**src/verilog/tmc_core_defines.vh**
```
`ifndef TMC_CORE_DEFINES_VH
`define TMC_CORE_DEFINES_VH

// ==========================================================
// Phases of one instruction cycle
`define TMC_PH_ONE 2'h0
`define TMC_PH_TWO 2'h1
`define TMC_PH_THREE 2'h2
`define TMC_PH_FOUR 2'h3

// ==========================================================
// Data register space (5-bit file address)
`define TMC_F_INDIRECT 5'h00
`define TMC_F_PCL 5'h02
`define TMC_F_STATUS 5'h03
`define TMC_F_FSR 5'h04
`define TMC_F_PORT 5'h06
`define TMC_F_GPR_BASE 5'h08

// Status flag positions
`define TMC_ST_C 0
`define TMC_ST_DC 1
`define TMC_ST_Z 2

// Fixed instruction words
`define TMC_INSN_NOP 12'h000
`define TMC_INSN_SLEEP 12'h003

// ==========================================================
// ALU operation codes (match the byte-op field)
`define TMC_OP_PASSA 4'h0
`define TMC_OP_CLR 4'h1
`define TMC_OP_SUB 4'h2
`define TMC_OP_DEC 4'h3
`define TMC_OP_IOR 4'h4
`define TMC_OP_AND 4'h5
`define TMC_OP_XOR 4'h6
`define TMC_OP_ADD 4'h7
`define TMC_OP_PASSB 4'h8
`define TMC_OP_COM 4'h9
`define TMC_OP_INC 4'ha
`define TMC_OP_DECSZ 4'hb
`define TMC_OP_RR 4'hc
`define TMC_OP_RL 4'hd
`define TMC_OP_SWAP 4'he
`define TMC_OP_INCSZ 4'hf

// ==========================================================
// APB register byte addresses
`define TMC_A_CTRL 12'h000
`define TMC_A_CORE 12'h004
`define TMC_A_PORT 12'h008

// Control register bit positions and reset value
`define TMC_CT_XRST 0
`define TMC_CT_PU0 1
`define TMC_CT_PU1 2
`define TMC_CT_PU3 3
`define TMC_CT_WK0 4
`define TMC_CT_WK1 5
`define TMC_CT_WK3 6
`define TMC_CT_DIR0 7
`define TMC_CT_DIR1 8
`define TMC_CT_RESET 9'h000

`endif

```
**src/verilog/tmc_alu.v**
```verilog
`include "tmc_core_defines.vh"

// ==========================================================
// 8-bit two's-complement ALU, purely combinational
module tmc_alu (
    op,
    a,
    b,
    cin,
    y,
    c,
    dc
);
    input wire [3:0] op;
    input wire [7:0] a;     // W or literal or bit mask
    input wire [7:0] b;     // File operand or W
    input wire cin;         // Carry in for rotates
    output reg [7:0] y;
    output reg c;
    output reg dc;

    reg [8:0] sum; // Full-width sum, top bit is carry
    reg [4:0] nib; // Low nibble sum, top bit is digit carry

    // Operation select; sub is b plus inverted a plus one
    always @* begin
        sum = 9'h000;
        nib = 5'h00;
        y = b;
        c = cin;
        dc = 1'b0;
        case (op)
            `TMC_OP_PASSA: y = a;
            `TMC_OP_CLR: y = 8'h00;
            `TMC_OP_SUB: begin
                // Carry out of b + ~a + 1 is the inverted borrow [RULE13] [RULE8]
                sum = {1'b0, b} + {1'b0, ~a} + 9'h001;
                nib = {1'b0, b[3:0]} + {1'b0, ~a[3:0]} + 5'h01;
                y = sum[7:0];
                c = sum[8];
                dc = nib[4];
            end
            `TMC_OP_ADD: begin
                sum = {1'b0, b} + {1'b0, a}; // [RULE7]
                nib = {1'b0, b[3:0]} + {1'b0, a[3:0]};
                y = sum[7:0];
                c = sum[8];
                dc = nib[4];
            end
            `TMC_OP_DEC, `TMC_OP_DECSZ: y = b - 8'h01;
            `TMC_OP_INC, `TMC_OP_INCSZ: y = b + 8'h01;
            `TMC_OP_IOR: y = a | b;
            `TMC_OP_AND: y = a & b;
            `TMC_OP_XOR: y = a ^ b;
            `TMC_OP_PASSB: y = b;
            `TMC_OP_COM: y = ~b;
            `TMC_OP_RR: begin
                // Rotate through carry
                y = {cin, b[7:1]};
                c = b[0];
            end
            `TMC_OP_RL: begin
                y = {b[6:0], cin};
                c = b[7];
            end
            `TMC_OP_SWAP: y = {b[3:0], b[7:4]};
            default: y = b;
        endcase
    end
endmodule // tmc_alu

```
**src/verilog/tmc_core_top.v**
```verilog
// How it works
// [RULE1] Program fetch bus separate from data file
// [RULE2] Each instruction is one 12-bit word
// [RULE3] 12-bit fetch bus, one word per cycle
// [RULE4] Fetch overlaps execute; single-cycle instructions
// [RULE5] Program 256/512 words, data 16/24 bytes
// [RULE6] Special registers and PC mapped in file space
// [RULE7] 8-bit ALU: add, subtract, shift, logic
// [RULE8] Arithmetic in two's complement
// [RULE9] Two operands: W and file or literal
// [RULE10] Single operand: W or file register
// [RULE11] W has no file address
// [RULE12] ALU updates carry, half carry, zero
// [RULE13] Subtract flags are inverted borrows
// [RULE14] Reset pin mode: low resets, pull-up on
// [RULE15] Pins 0,1 bidirectional, pull-up and wake
// [RULE16] Pin 3 input only, pull-up and wake
// [RULE17] Four phases; PC on one, latch on four
// [RULE18] PC-changing instructions take two cycles
// [RULE19] Operand read phase two, write phase four
// [RULE20] Zero flag set on all-zero result
//
// Local design decisions: the register offsets and register access over APB.
`include "tmc_core_defines.vh"

module tmc_core_top #(
    parameter PC_W = 9,        // Program counter width, at most 9
    parameter DATA_WORDS = 24  // General purpose bytes, 16 or 24
) (
    input wire pclk,
    input wire presetn,
    input wire psel,
    input wire penable,
    input wire pwrite,
    input wire [11:0] paddr,
    input wire [31:0] pwdata,
    output reg [31:0] prdata,
    output reg pready,
    output reg pslverr,
    output reg [PC_W-1:0] prog_addr_q,
    input wire [11:0] prog_data,
    input wire port_pin_0_in,
    output reg port_pin_0_out,
    output reg port_pin_0_oe,
    input wire port_pin_1_in,
    output reg port_pin_1_out,
    output reg port_pin_1_oe,
    input wire port_pin_3_input,
    input wire external_reset_pin,
    output reg [2:0] pullup_en_q,
    output reg core_asleep_q
);

    // ==========================================================
    // Core state
    reg [1:0] phase_q;              // Current phase of the cycle
    reg [PC_W-1:0] pc_q;            // Program counter
    reg [11:0] ir_q;                // Instruction register
    reg [7:0] w_q;                  // Working register, no file address
    reg [7:0] fsr_q;                // Indirect pointer
    reg [2:0] flags_q;              // Carry, half carry, zero
    reg [7:0] opnd_q;               // File operand captured in phase two
    reg [7:0] gpr_q [0:DATA_WORDS-1];
    reg [8:0] ctrl_q;               // Software control bits
    reg [2:0] pin_prev_q;           // Pin levels one cycle ago
    integer i;

    // ==========================================================
    // Decode outputs
    reg [3:0] alu_op;
    reg [7:0] alu_a;
    reg [7:0] alu_b;
    reg to_w;       // Result goes to W
    reg to_f;       // Result goes to file register
    reg upd_z;
    reg upd_c;
    reg upd_dc;
    reg skip;       // Conditional skip taken
    reg jump;       // Absolute branch
    reg go_sleep;
    reg [7:0] bit_mask;
    reg [7:0] file_rd;
    wire [7:0] alu_y;
    wire alu_c;
    wire alu_dc;
    wire [4:0] fa;
    wire [4:0] ea;
    wire core_hold;
    wire [2:0] pins_now;
    wire [2:0] wake_en;
    wire wake;
    wire apb_acc;

    // Direct address, or pointer when the indirect slot is named
    function [4:0] eff_addr;
        input [4:0] f;
        input [7:0] ptr;
        begin
            eff_addr = (f == `TMC_F_INDIRECT) ? ptr[4:0] : f; // [RULE6]
        end
    endfunction

    assign fa = ir_q[4:0];
    assign ea = eff_addr(fa, fsr_q);

    // Pin in reset mode and low holds the core in reset
    assign core_hold = ctrl_q[`TMC_CT_XRST] & ~external_reset_pin; // [RULE14]

    // Pin change wake; pin 3 cannot wake while used as reset
    assign pins_now = {port_pin_3_input, port_pin_1_in, port_pin_0_in};
    assign wake_en = {ctrl_q[`TMC_CT_WK3] & ~ctrl_q[`TMC_CT_XRST],
                      ctrl_q[`TMC_CT_WK1], ctrl_q[`TMC_CT_WK0]};
    assign wake = |((pins_now ^ pin_prev_q) & wake_en); // [RULE15] [RULE16]

    // ==========================================================
    // Operand read mux over the data register space
    always @* begin
        file_rd = 8'h00;
        case (ea)
            `TMC_F_PCL: file_rd = pc_q[7:0]; // [RULE6]
            `TMC_F_STATUS: file_rd = {5'h00, flags_q};
            `TMC_F_FSR: file_rd = fsr_q;
            `TMC_F_PORT: file_rd = {4'h0, pins_now[2], 1'b0, pins_now[1:0]};
            default: begin
                // Unimplemented locations read zero
                if (ea >= `TMC_F_GPR_BASE && (ea - `TMC_F_GPR_BASE) < DATA_WORDS)
                    file_rd = gpr_q[ea - `TMC_F_GPR_BASE];
            end
        endcase
    end

    // ==========================================================
    // Instruction decode from the single 12-bit word
    always @* begin
        bit_mask = 8'h01 << ir_q[7:5];
        alu_op = `TMC_OP_PASSB;
        alu_a = w_q;          // W is the first source [RULE9]
        alu_b = opnd_q;
        to_w = 1'b0;
        to_f = 1'b0;
        upd_z = 1'b0;
        upd_c = 1'b0;
        upd_dc = 1'b0;
        skip = 1'b0;
        jump = 1'b0;
        go_sleep = 1'b0;
        casez (ir_q) // [RULE2]
            `TMC_INSN_SLEEP: go_sleep = 1'b1;
            12'b0000_001?_????: begin
                // Copy W to file
                alu_op = `TMC_OP_PASSA;
                to_f = 1'b1;
            end
            12'b0000_01??_????: begin
                // Clear W or file
                alu_op = `TMC_OP_CLR;
                to_f = ir_q[5];
                to_w = ~ir_q[5];
                upd_z = 1'b1;
            end
            12'b0000_00??_????: begin
                // Other control words act as no-op
                alu_op = `TMC_OP_PASSB;
            end
            12'b00??_????_????: begin
                // Byte ops on W and file; bit 5 picks destination [RULE10]
                alu_op = ir_q[9:6];
                to_f = ir_q[5];
                to_w = ~ir_q[5];
                upd_z = (ir_q[9:6] <= `TMC_OP_INC); // [RULE12]
                upd_c = (ir_q[9:6] == `TMC_OP_SUB) || (ir_q[9:6] == `TMC_OP_ADD) ||
                        (ir_q[9:6] == `TMC_OP_RR) || (ir_q[9:6] == `TMC_OP_RL);
                upd_dc = (ir_q[9:6] == `TMC_OP_SUB) || (ir_q[9:6] == `TMC_OP_ADD);
                skip = ((ir_q[9:6] == `TMC_OP_DECSZ) || (ir_q[9:6] == `TMC_OP_INCSZ))
                       && (alu_y == 8'h00);
            end
            12'b0100_????_????: begin
                // Clear one bit
                alu_op = `TMC_OP_AND;
                alu_a = ~bit_mask;
                to_f = 1'b1;
            end
            12'b0101_????_????: begin
                // Set one bit
                alu_op = `TMC_OP_IOR;
                alu_a = bit_mask;
                to_f = 1'b1;
            end
            12'b0110_????_????: skip = ((opnd_q & bit_mask) == 8'h00);
            12'b0111_????_????: skip = ((opnd_q & bit_mask) != 8'h00);
            12'b101?_????_????: jump = 1'b1;
            12'b11??_????_????: begin
                // Literal ops: constant from the word with W [RULE9]
                alu_a = ir_q[7:0];
                alu_b = w_q;
                to_w = 1'b1;
                upd_z = (ir_q[9:8] != 2'h0);
                case (ir_q[9:8])
                    2'h0: alu_op = `TMC_OP_PASSA;
                    2'h1: alu_op = `TMC_OP_IOR;
                    2'h2: alu_op = `TMC_OP_AND;
                    default: alu_op = `TMC_OP_XOR;
                endcase
            end
            default: alu_op = `TMC_OP_PASSB; // Subroutine words unsupported
        endcase
    end

    // ==========================================================
    // Arithmetic unit
    tmc_alu u_alu (
        .op(alu_op),
        .a(alu_a),
        .b(alu_b),
        .cin(flags_q[`TMC_ST_C]),
        .y(alu_y),
        .c(alu_c),
        .dc(alu_dc)
    );

    // ==========================================================
    // Phase sequencer, fetch and execute pipeline
    always @(posedge pclk or negedge presetn) begin
        if (!presetn) begin
            phase_q <= `TMC_PH_ONE;
            pc_q <= {PC_W{1'b0}};
            prog_addr_q <= {PC_W{1'b0}};
            ir_q <= `TMC_INSN_NOP;
            w_q <= 8'h00;
            fsr_q <= 8'h00;
            flags_q <= 3'h0;
            opnd_q <= 8'h00;
            port_pin_0_out <= 1'b0;
            port_pin_1_out <= 1'b0;
            core_asleep_q <= 1'b0;
            pin_prev_q <= 3'h0;
            for (i = 0; i < DATA_WORDS; i = i + 1)
                gpr_q[i] <= 8'h00;
        end else if (core_hold) begin
            // Reset pin low: restart from the reset vector [RULE14]
            phase_q <= `TMC_PH_ONE;
            pc_q <= {PC_W{1'b0}};
            prog_addr_q <= {PC_W{1'b0}};
            ir_q <= `TMC_INSN_NOP;
            core_asleep_q <= 1'b0;
            pin_prev_q <= pins_now;
        end else begin
            pin_prev_q <= pins_now;
            if (core_asleep_q) begin
                // Stalled until an enabled pin changes
                if (wake)
                    core_asleep_q <= 1'b0;
            end else begin
                phase_q <= phase_q + 2'h1; // [RULE17]
                case (phase_q)
                    `TMC_PH_ONE: begin
                        // Address goes out, counter advances [RULE17] [RULE1]
                        prog_addr_q <= pc_q; // [RULE3]
                        pc_q <= pc_q + {{(PC_W-1){1'b0}}, 1'b1};
                    end
                    `TMC_PH_TWO: begin
                        opnd_q <= file_rd; // [RULE19]
                    end
                    `TMC_PH_FOUR: begin
                        // Write-back of the executing word [RULE19] [RULE4]
                        if (to_w)
                            w_q <= alu_y; // [RULE11]
                        if (upd_z)
                            flags_q[`TMC_ST_Z] <= (alu_y == 8'h00); // [RULE20] [RULE12]
                        if (upd_c)
                            flags_q[`TMC_ST_C] <= alu_c; // [RULE13]
                        if (upd_dc)
                            flags_q[`TMC_ST_DC] <= alu_dc; // [RULE13]
                        if (to_f) begin
                            case (ea)
                                `TMC_F_PCL: pc_q <= {{(PC_W-8){1'b0}}, alu_y}; // [RULE6]
                                `TMC_F_STATUS: flags_q <= alu_y[2:0];
                                `TMC_F_FSR: fsr_q <= alu_y;
                                `TMC_F_PORT: begin
                                    port_pin_0_out <= alu_y[0];
                                    port_pin_1_out <= alu_y[1];
                                end
                                default: begin
                                    if (ea >= `TMC_F_GPR_BASE &&
                                        (ea - `TMC_F_GPR_BASE) < DATA_WORDS)
                                        gpr_q[ea - `TMC_F_GPR_BASE] <= alu_y; // [RULE5]
                                end
                            endcase
                        end
                        if (jump)
                            pc_q <= ir_q[PC_W-1:0];
                        // Discard the fetched word when flow changes [RULE18]
                        if (jump || skip || (to_f && ea == `TMC_F_PCL))
                            ir_q <= `TMC_INSN_NOP;
                        else
                            ir_q <= prog_data; // [RULE17] [RULE3]
                        if (go_sleep)
                            core_asleep_q <= 1'b1;
                    end
                    default: begin
                        // Third phase: ALU settles
                    end
                endcase
            end
        end
    end

    // ==========================================================
    // Pad controls from software bits
    always @(posedge pclk or negedge presetn) begin
        if (!presetn) begin
            pullup_en_q <= 3'h0;
            port_pin_0_oe <= 1'b0;
            port_pin_1_oe <= 1'b0;
        end else begin
            // Reset-pin mode forces its pull-up on [RULE14] [RULE16]
            pullup_en_q <= {ctrl_q[`TMC_CT_PU3] | ctrl_q[`TMC_CT_XRST],
                            ctrl_q[`TMC_CT_PU1], ctrl_q[`TMC_CT_PU0]}; // [RULE15]
            port_pin_0_oe <= ctrl_q[`TMC_CT_DIR0]; // [RULE15]
            port_pin_1_oe <= ctrl_q[`TMC_CT_DIR1];
        end
    end

    // ==========================================================
    // APB slave: answer one cycle into the access phase
    assign apb_acc = psel & penable;

    always @(posedge pclk or negedge presetn) begin
        if (!presetn) begin
            pready <= 1'b0;
            pslverr <= 1'b0;
            prdata <= 32'h0000_0000;
            ctrl_q <= `TMC_CT_RESET;
        end else if (apb_acc && !pready) begin
            // First access edge: present data and status
            pready <= 1'b1;
            pslverr <= 1'b0;
            case (paddr)
                `TMC_A_CTRL: prdata <= {23'h00_0000, ctrl_q};
                `TMC_A_CORE: prdata <= {4'h0, core_asleep_q, flags_q, w_q,
                                        {(16-PC_W){1'b0}}, pc_q};
                `TMC_A_PORT: prdata <= {25'h000_0000, port_pin_1_oe, port_pin_0_oe,
                                        pins_now[2], port_pin_1_out,
                                        port_pin_0_out, pins_now[1:0]};
                default: begin
                    // Unmapped: error, zero data
                    prdata <= 32'h0000_0000;
                    pslverr <= 1'b1;
                end
            endcase
        end else begin
            // Completion edge: writes land only here
            if (apb_acc && pwrite && paddr == `TMC_A_CTRL)
                ctrl_q <= pwdata[8:0];
            pready <= 1'b0;
            pslverr <= 1'b0;
        end
    end

endmodule // tmc_core_top

```
**config.mk**
```make
export PLATFORM = sky130hd
export DESIGN_NAME = tmc_core_top
export DESIGN_NICKNAME = d
export VERILOG_FILES = /design/src/verilog/tmc_alu.v /design/src/verilog/tmc_core_top.v
export VERILOG_INCLUDE_DIRS = /design/src /design/src/verilog
export SDC_FILE = /design/constraint.sdc
export NUM_CORES = 1
export LEC_CHECK = 0
export BUFFER_PORTS_ARGS = -buffer_cell sky130_fd_sc_hd__buf_2
export CORE_ASPECT_RATIO = 0.8
export CORE_MARGIN = 8
export CORE_UTILIZATION = 60
export DETAILED_ROUTE_END_ITERATION = 10
export PLACE_DENSITY_LB_ADDON = 0.25
export SLEW_MARGIN = 5
export SYNTH_ARGS = -nofsm -noshare
export SYNTH_HDL_FRONTEND = slang
export SYNTH_SLANG_ARGS = --single-unit
```
**constraint.sdc**
```tcl
create_clock -name pclk -period 12 [get_ports pclk]
set_input_delay 2.4 -clock pclk [delete_from_list [all_inputs] [get_ports pclk]]
set_output_delay 2.4 -clock pclk [all_outputs]
set_load 0.02 [all_outputs]
```
==> results list <==
* Number of violations reported at the end of detailed-routing iteration 0: between 1500 and 2000
- Synthesized-area fraction occupied by xor and xnor cells: 0.01287
- Between clock sinks in the finished design, the worst skew comes to roughly 0.034 ns.
- Per-cell via count in the routed design: 6.550
- For this design the static power due to leakage is 8.312 nW.
- Number of buffer cells added on primary ports: 81
* Status: complete, no violations
- Across the VDD grid, the largest voltage drop is 119.2 uV.
- After synthesis, the largest family of logic cells by area is simple AND/OR/NAND/NOR gates.
* Post-placement cell area: 0.01754 sq mm
* Global route total overflow: 0
- Number of nets still failing antenna checks after routing: 0
* Starting Density: 0.6061
- FP Rows: 55
* Clock latency on the worst-skew pair: slightly below 0.6 ns
- The synthesized design contains 0 enable-type register cells.
- Routability-driven placement finished with a final weighted congestion of ~0.95.
* Worst Tran Pin Value: approximately 1.2 ns
- Across all layers, the routed design uses between 10000 and 15000 vias.
- The critical path starts at ir_q[11]$_DFFE_PN0P_.
- Worst flop-to-flop path startpoint: ir_q[11]$_DFFE_PN0P_
* Number of instances on the worst hold path: 0
- In the synthesized netlist the async set-or-reset flop fraction comes to 1.000.
* Chip Width: ~200 um
- The total count of hold-check failures in the final report came to 0.
* Sum Neg Setup Slack: 0 ns
- Final wirelength: 51.64 mm
- CTS built an H-tree with a depth of 1.
* Max-slew violations: 0
* Max-capacitance violation count: 0
* Cell at the root of the clock tree: sky130_fd_sc_hd__clkbuf_16
- Cell types with the largest area share after synthesis: sky130_fd_sc_hd__dfrtp_1 (43%), sky130_fd_sc_hd__mux2_2 (10%), sky130_fd_sc_hd__nand2_1 (8.5%), sky130_fd_sc_hd__nand3_1 (3.7%), sky130_fd_sc_hd__ha_1 (3.2%)
* Type of element capturing the critical path: register
* Flip-flop and latch count after synthesis: around 290
* Vert. Die Dim: approximately 170 um
* Setup repair after global routing missed its margin: no
* Layout cell share with drive strength beyond 1: 0.1931
- Antenna Cells: 0
- Critical Path Slowest Stage Cell: sky130_fd_sc_hd__nor4b_4
* Arrival time reported for the critical path endpoint: approximately 7.5 ns
- Synth Area in Simple Gates: 0.1862
- Dividing total power by cell area gives a power density of around 140 mW/mm^2.
* Largest fanout on the critical path: 28
- Worst-case setup margin in the final layout: between 4 and 5 ns
* Startpoint kind of the worst setup timing path: register
- Before CTS, the worst setup slack after placement is 5.008 ns.
* Multiplexer fraction of the synthesized cell area: 0.1162
* Post-synth design cell area: roughly 0.017 sq mm
* Antenna violations before repair: 0
- Post-layout util: 0.6599
- After layout, the minimum clock period comes to 7.073 ns.
- Setup violations remaining at the end of the flow were counted as 0.
* Clock transition at the registers of the reported paths: 0.07 ns
- The number of global-route vias before repair is 14135.
- The number of hold buffers added after CTS was 0.
- GRT Overall Usage: 0.2994
- Num ports: between 100 and 150
- After technology mapping, the gate count stands at 1864.
- Detailed-route DRC error count: 0
* Number of buffer and inverter instances along the worst setup path: 3
- Most frequent cell after synthesis: sky130_fd_sc_hd__nand2_1
- The worst hold path begins at ctrl_q[8]$_DFFE_PN0P_.
- Part of the cycle the worst path needs: 0.5894
- Crit path cell chain: inv_1, ha_1, or4b_4, a21boi_0, o21a_1, o21ai_0, inv_1, ha_1, nor2b_1, nor3_1, o31ai_1, a21o_1, a32oi_1, o21ai_0, o31a_1, buf_4, or3_4, nor4b_4, o21ai_0
- Among cell families on the critical path, the largest total delay comes from simple AND/OR/NAND/NOR gates.
* Critical setup path kind: register to register
* Worst Reg2Reg Path Length in Cells: 19
* Critical path data required time: 12.39 ns
* Commonest cells in the netlist: sky130_fd_sc_hd__nand2_1 (385), sky130_fd_sc_hd__dfrtp_1 (294), sky130_fd_sc_hd__mux2_2 (151)
- Half-perimeter wire length after placement: ~35 mm
- The longest clock path from root to sink contains 3 buffers.
- The critical path runs through a total of 19 cells.
- TritonCTS built the clock tree.
* Non-Filler Cell Area, Final: around 0.019 sq mm
- Of the total synthesized cell area, the portion taken by full adders, half adders and majority gates is 0.03514.
- Post-CTS setup-driven buffer insertion count: 0
* Sequential-to-total area share from yosys stat: 0.4323
* Area of the placeable core: between 0.02 and 0.03 sq mm
- The worst pin sits at a relative slew slack of 0.2147.
* Compound-Gate Fraction of Synth Area: 0.1681
- Entering global routing, the biggest net connects 80 pins.
- Wire length of the first global-routing pass: a little over 80 mm
- Gates resized during post-CTS repair numbered 0.
- Largest area contributor in the synthesized netlist: sky130_fd_sc_hd__dfrtp_1
- The die covers 0.03404 sq mm.
- Fmax: ~140 MHz
- TritonCTS created 29 clock buffers.
- Warnings, synthesis: 0
- Synth cell types: 87
- Layout Nets: 1970
- In the synthesized netlist the dominant register cell turns out to be sky130_fd_sc_hd__dfrtp_1.
* Maximum cell stage delay along the critical path: 0.87 ns
- Counting the fill cells in the layout gives 2256.
- Average wire per cell in the routed design: around 23 um
- Total power consumption of the routed design: approximately 2.7 mW
- Relative to the synthesized area, the layout overhead comes to 8.867%.
* Class of the tightest hold or removal check: register to register
- Most common cell type on the critical path: sky130_fd_sc_hd__o21ai_0
* Clock sink total: between 200 and 300
- Area share of the largest cell type after synthesis: 0.4323
- For this run, the detailed router's first-pass iteration total came to 6.
- Post-synthesis average cell area: 9.130 sq um
## power by group
part | internal [mW] | switching [mW]
logic | 0.201 | 0.469
clock network | 0.558 | 0.395
registers | 1.01 | 0.0438
## cell families after synthesis
kind of cell | Yosys count
AOI/OAI and AO/OA | 420
xor gates and xnor gates | 25
adders and majority gates | 46
buffers and inverters | 196
DFF | 294
muxes | 175
other | 1
and+or+nand+nor | 707
## metrics by stage
stage	hold WS, ns	instances
final	0.4071	2250
after global routing	0.4252	2250
after CTS	0.4074	2250
after detailed placement	0.3895	2198
after global placement	0.3816	2198
after floorplan	0.3696	1874
## worst paths after layout
check	slack, ns	to
min in group asynchronous	1.77	gpr_q[71]$_DFFE_PN0P_
min reg2reg	0.41	port_pin_1_oe$_DFF_PN0_
max	4.93	ir_q[0]$_DFFE_PN0P_
max reg2reg	4.93	ir_q[0]$_DFFE_PN0P_
max in group asynchronous	8.80	gpr_q[36]$_DFFE_PN0P_
min	0.41	port_pin_1_oe$_DFF_PN0_
## cell type report
type                       instances  area (sq um)  share of cell area
clock buffer                      41         810.8             0.04376
multi-input combinational       1384          8941              0.4826
clock inverter                    11         176.4            0.009522
timing repair buffer             109         625.6             0.03377
inverter                          41         153.9            0.008306
tap                              370         462.9             0.02499
sequential                       294          7357              0.3971
## per-layer routing
metal	track usage	part of all wire	routed length, um
met1	0.4521	0.45	23020
met2	0.4314	0.43	22030
met3	0.06826	0.11	5434
met4	0.06690	0.022	1157
met5	0	0	0
## cells in the final DEF (no fill, tap or decap), drive strengths merged, types with 6 or more instances in the layout
master | synthesis | routed
nor4 | 13 | 13
a211oi | 10 | 10
o22ai | 6 | 6
buf | 44 | 109
a221oi | 8 | 8
o21a | 10 | 10
and2 | 8 | 8
a21oi | 79 | 79
mux2 | 154 | 154
conb | 1 | 11
a22o | 16 | 16
o21ai | 117 | 117
nor3 | 31 | 31
nand3b | 6 | 6
a22oi | 15 | 15
o2bb2ai | 10 | 10
and3 | 20 | 20
a21o | 8 | 8
o2111ai | 6 | 6
xnor2 | 17 | 17
a311oi | 24 | 24
dfrtp | 294 | 294
o31ai | 6 | 6
inv | 41 | 42
a31oi | 39 | 39
a32oi | 7 | 7
nor2 | 74 | 74
xor2 | 8 | 8
mux2i | 19 | 19
or2 | 9 | 9
nand3 | 125 | 125
nand2 | 385 | 385
o221ai | 8 | 8
clkbuf | 111 | 41
nor2b | 9 | 9
ha | 43 | 43
## flip-flops by register name, indices dropped and copies added (netlist names), 2 cells and up
register     flops
phase_q          2
opnd_q           8
prog_addr_q      9
w_q              8
pin_prev_q       3
flags_q          3
ir_q            12
prdata          21
fsr_q            8
ctrl_q           9
pc_q             9
pullup_en_q      3
gpr_q          192
No activity file was read; power rests on OpenSTA's default activity.
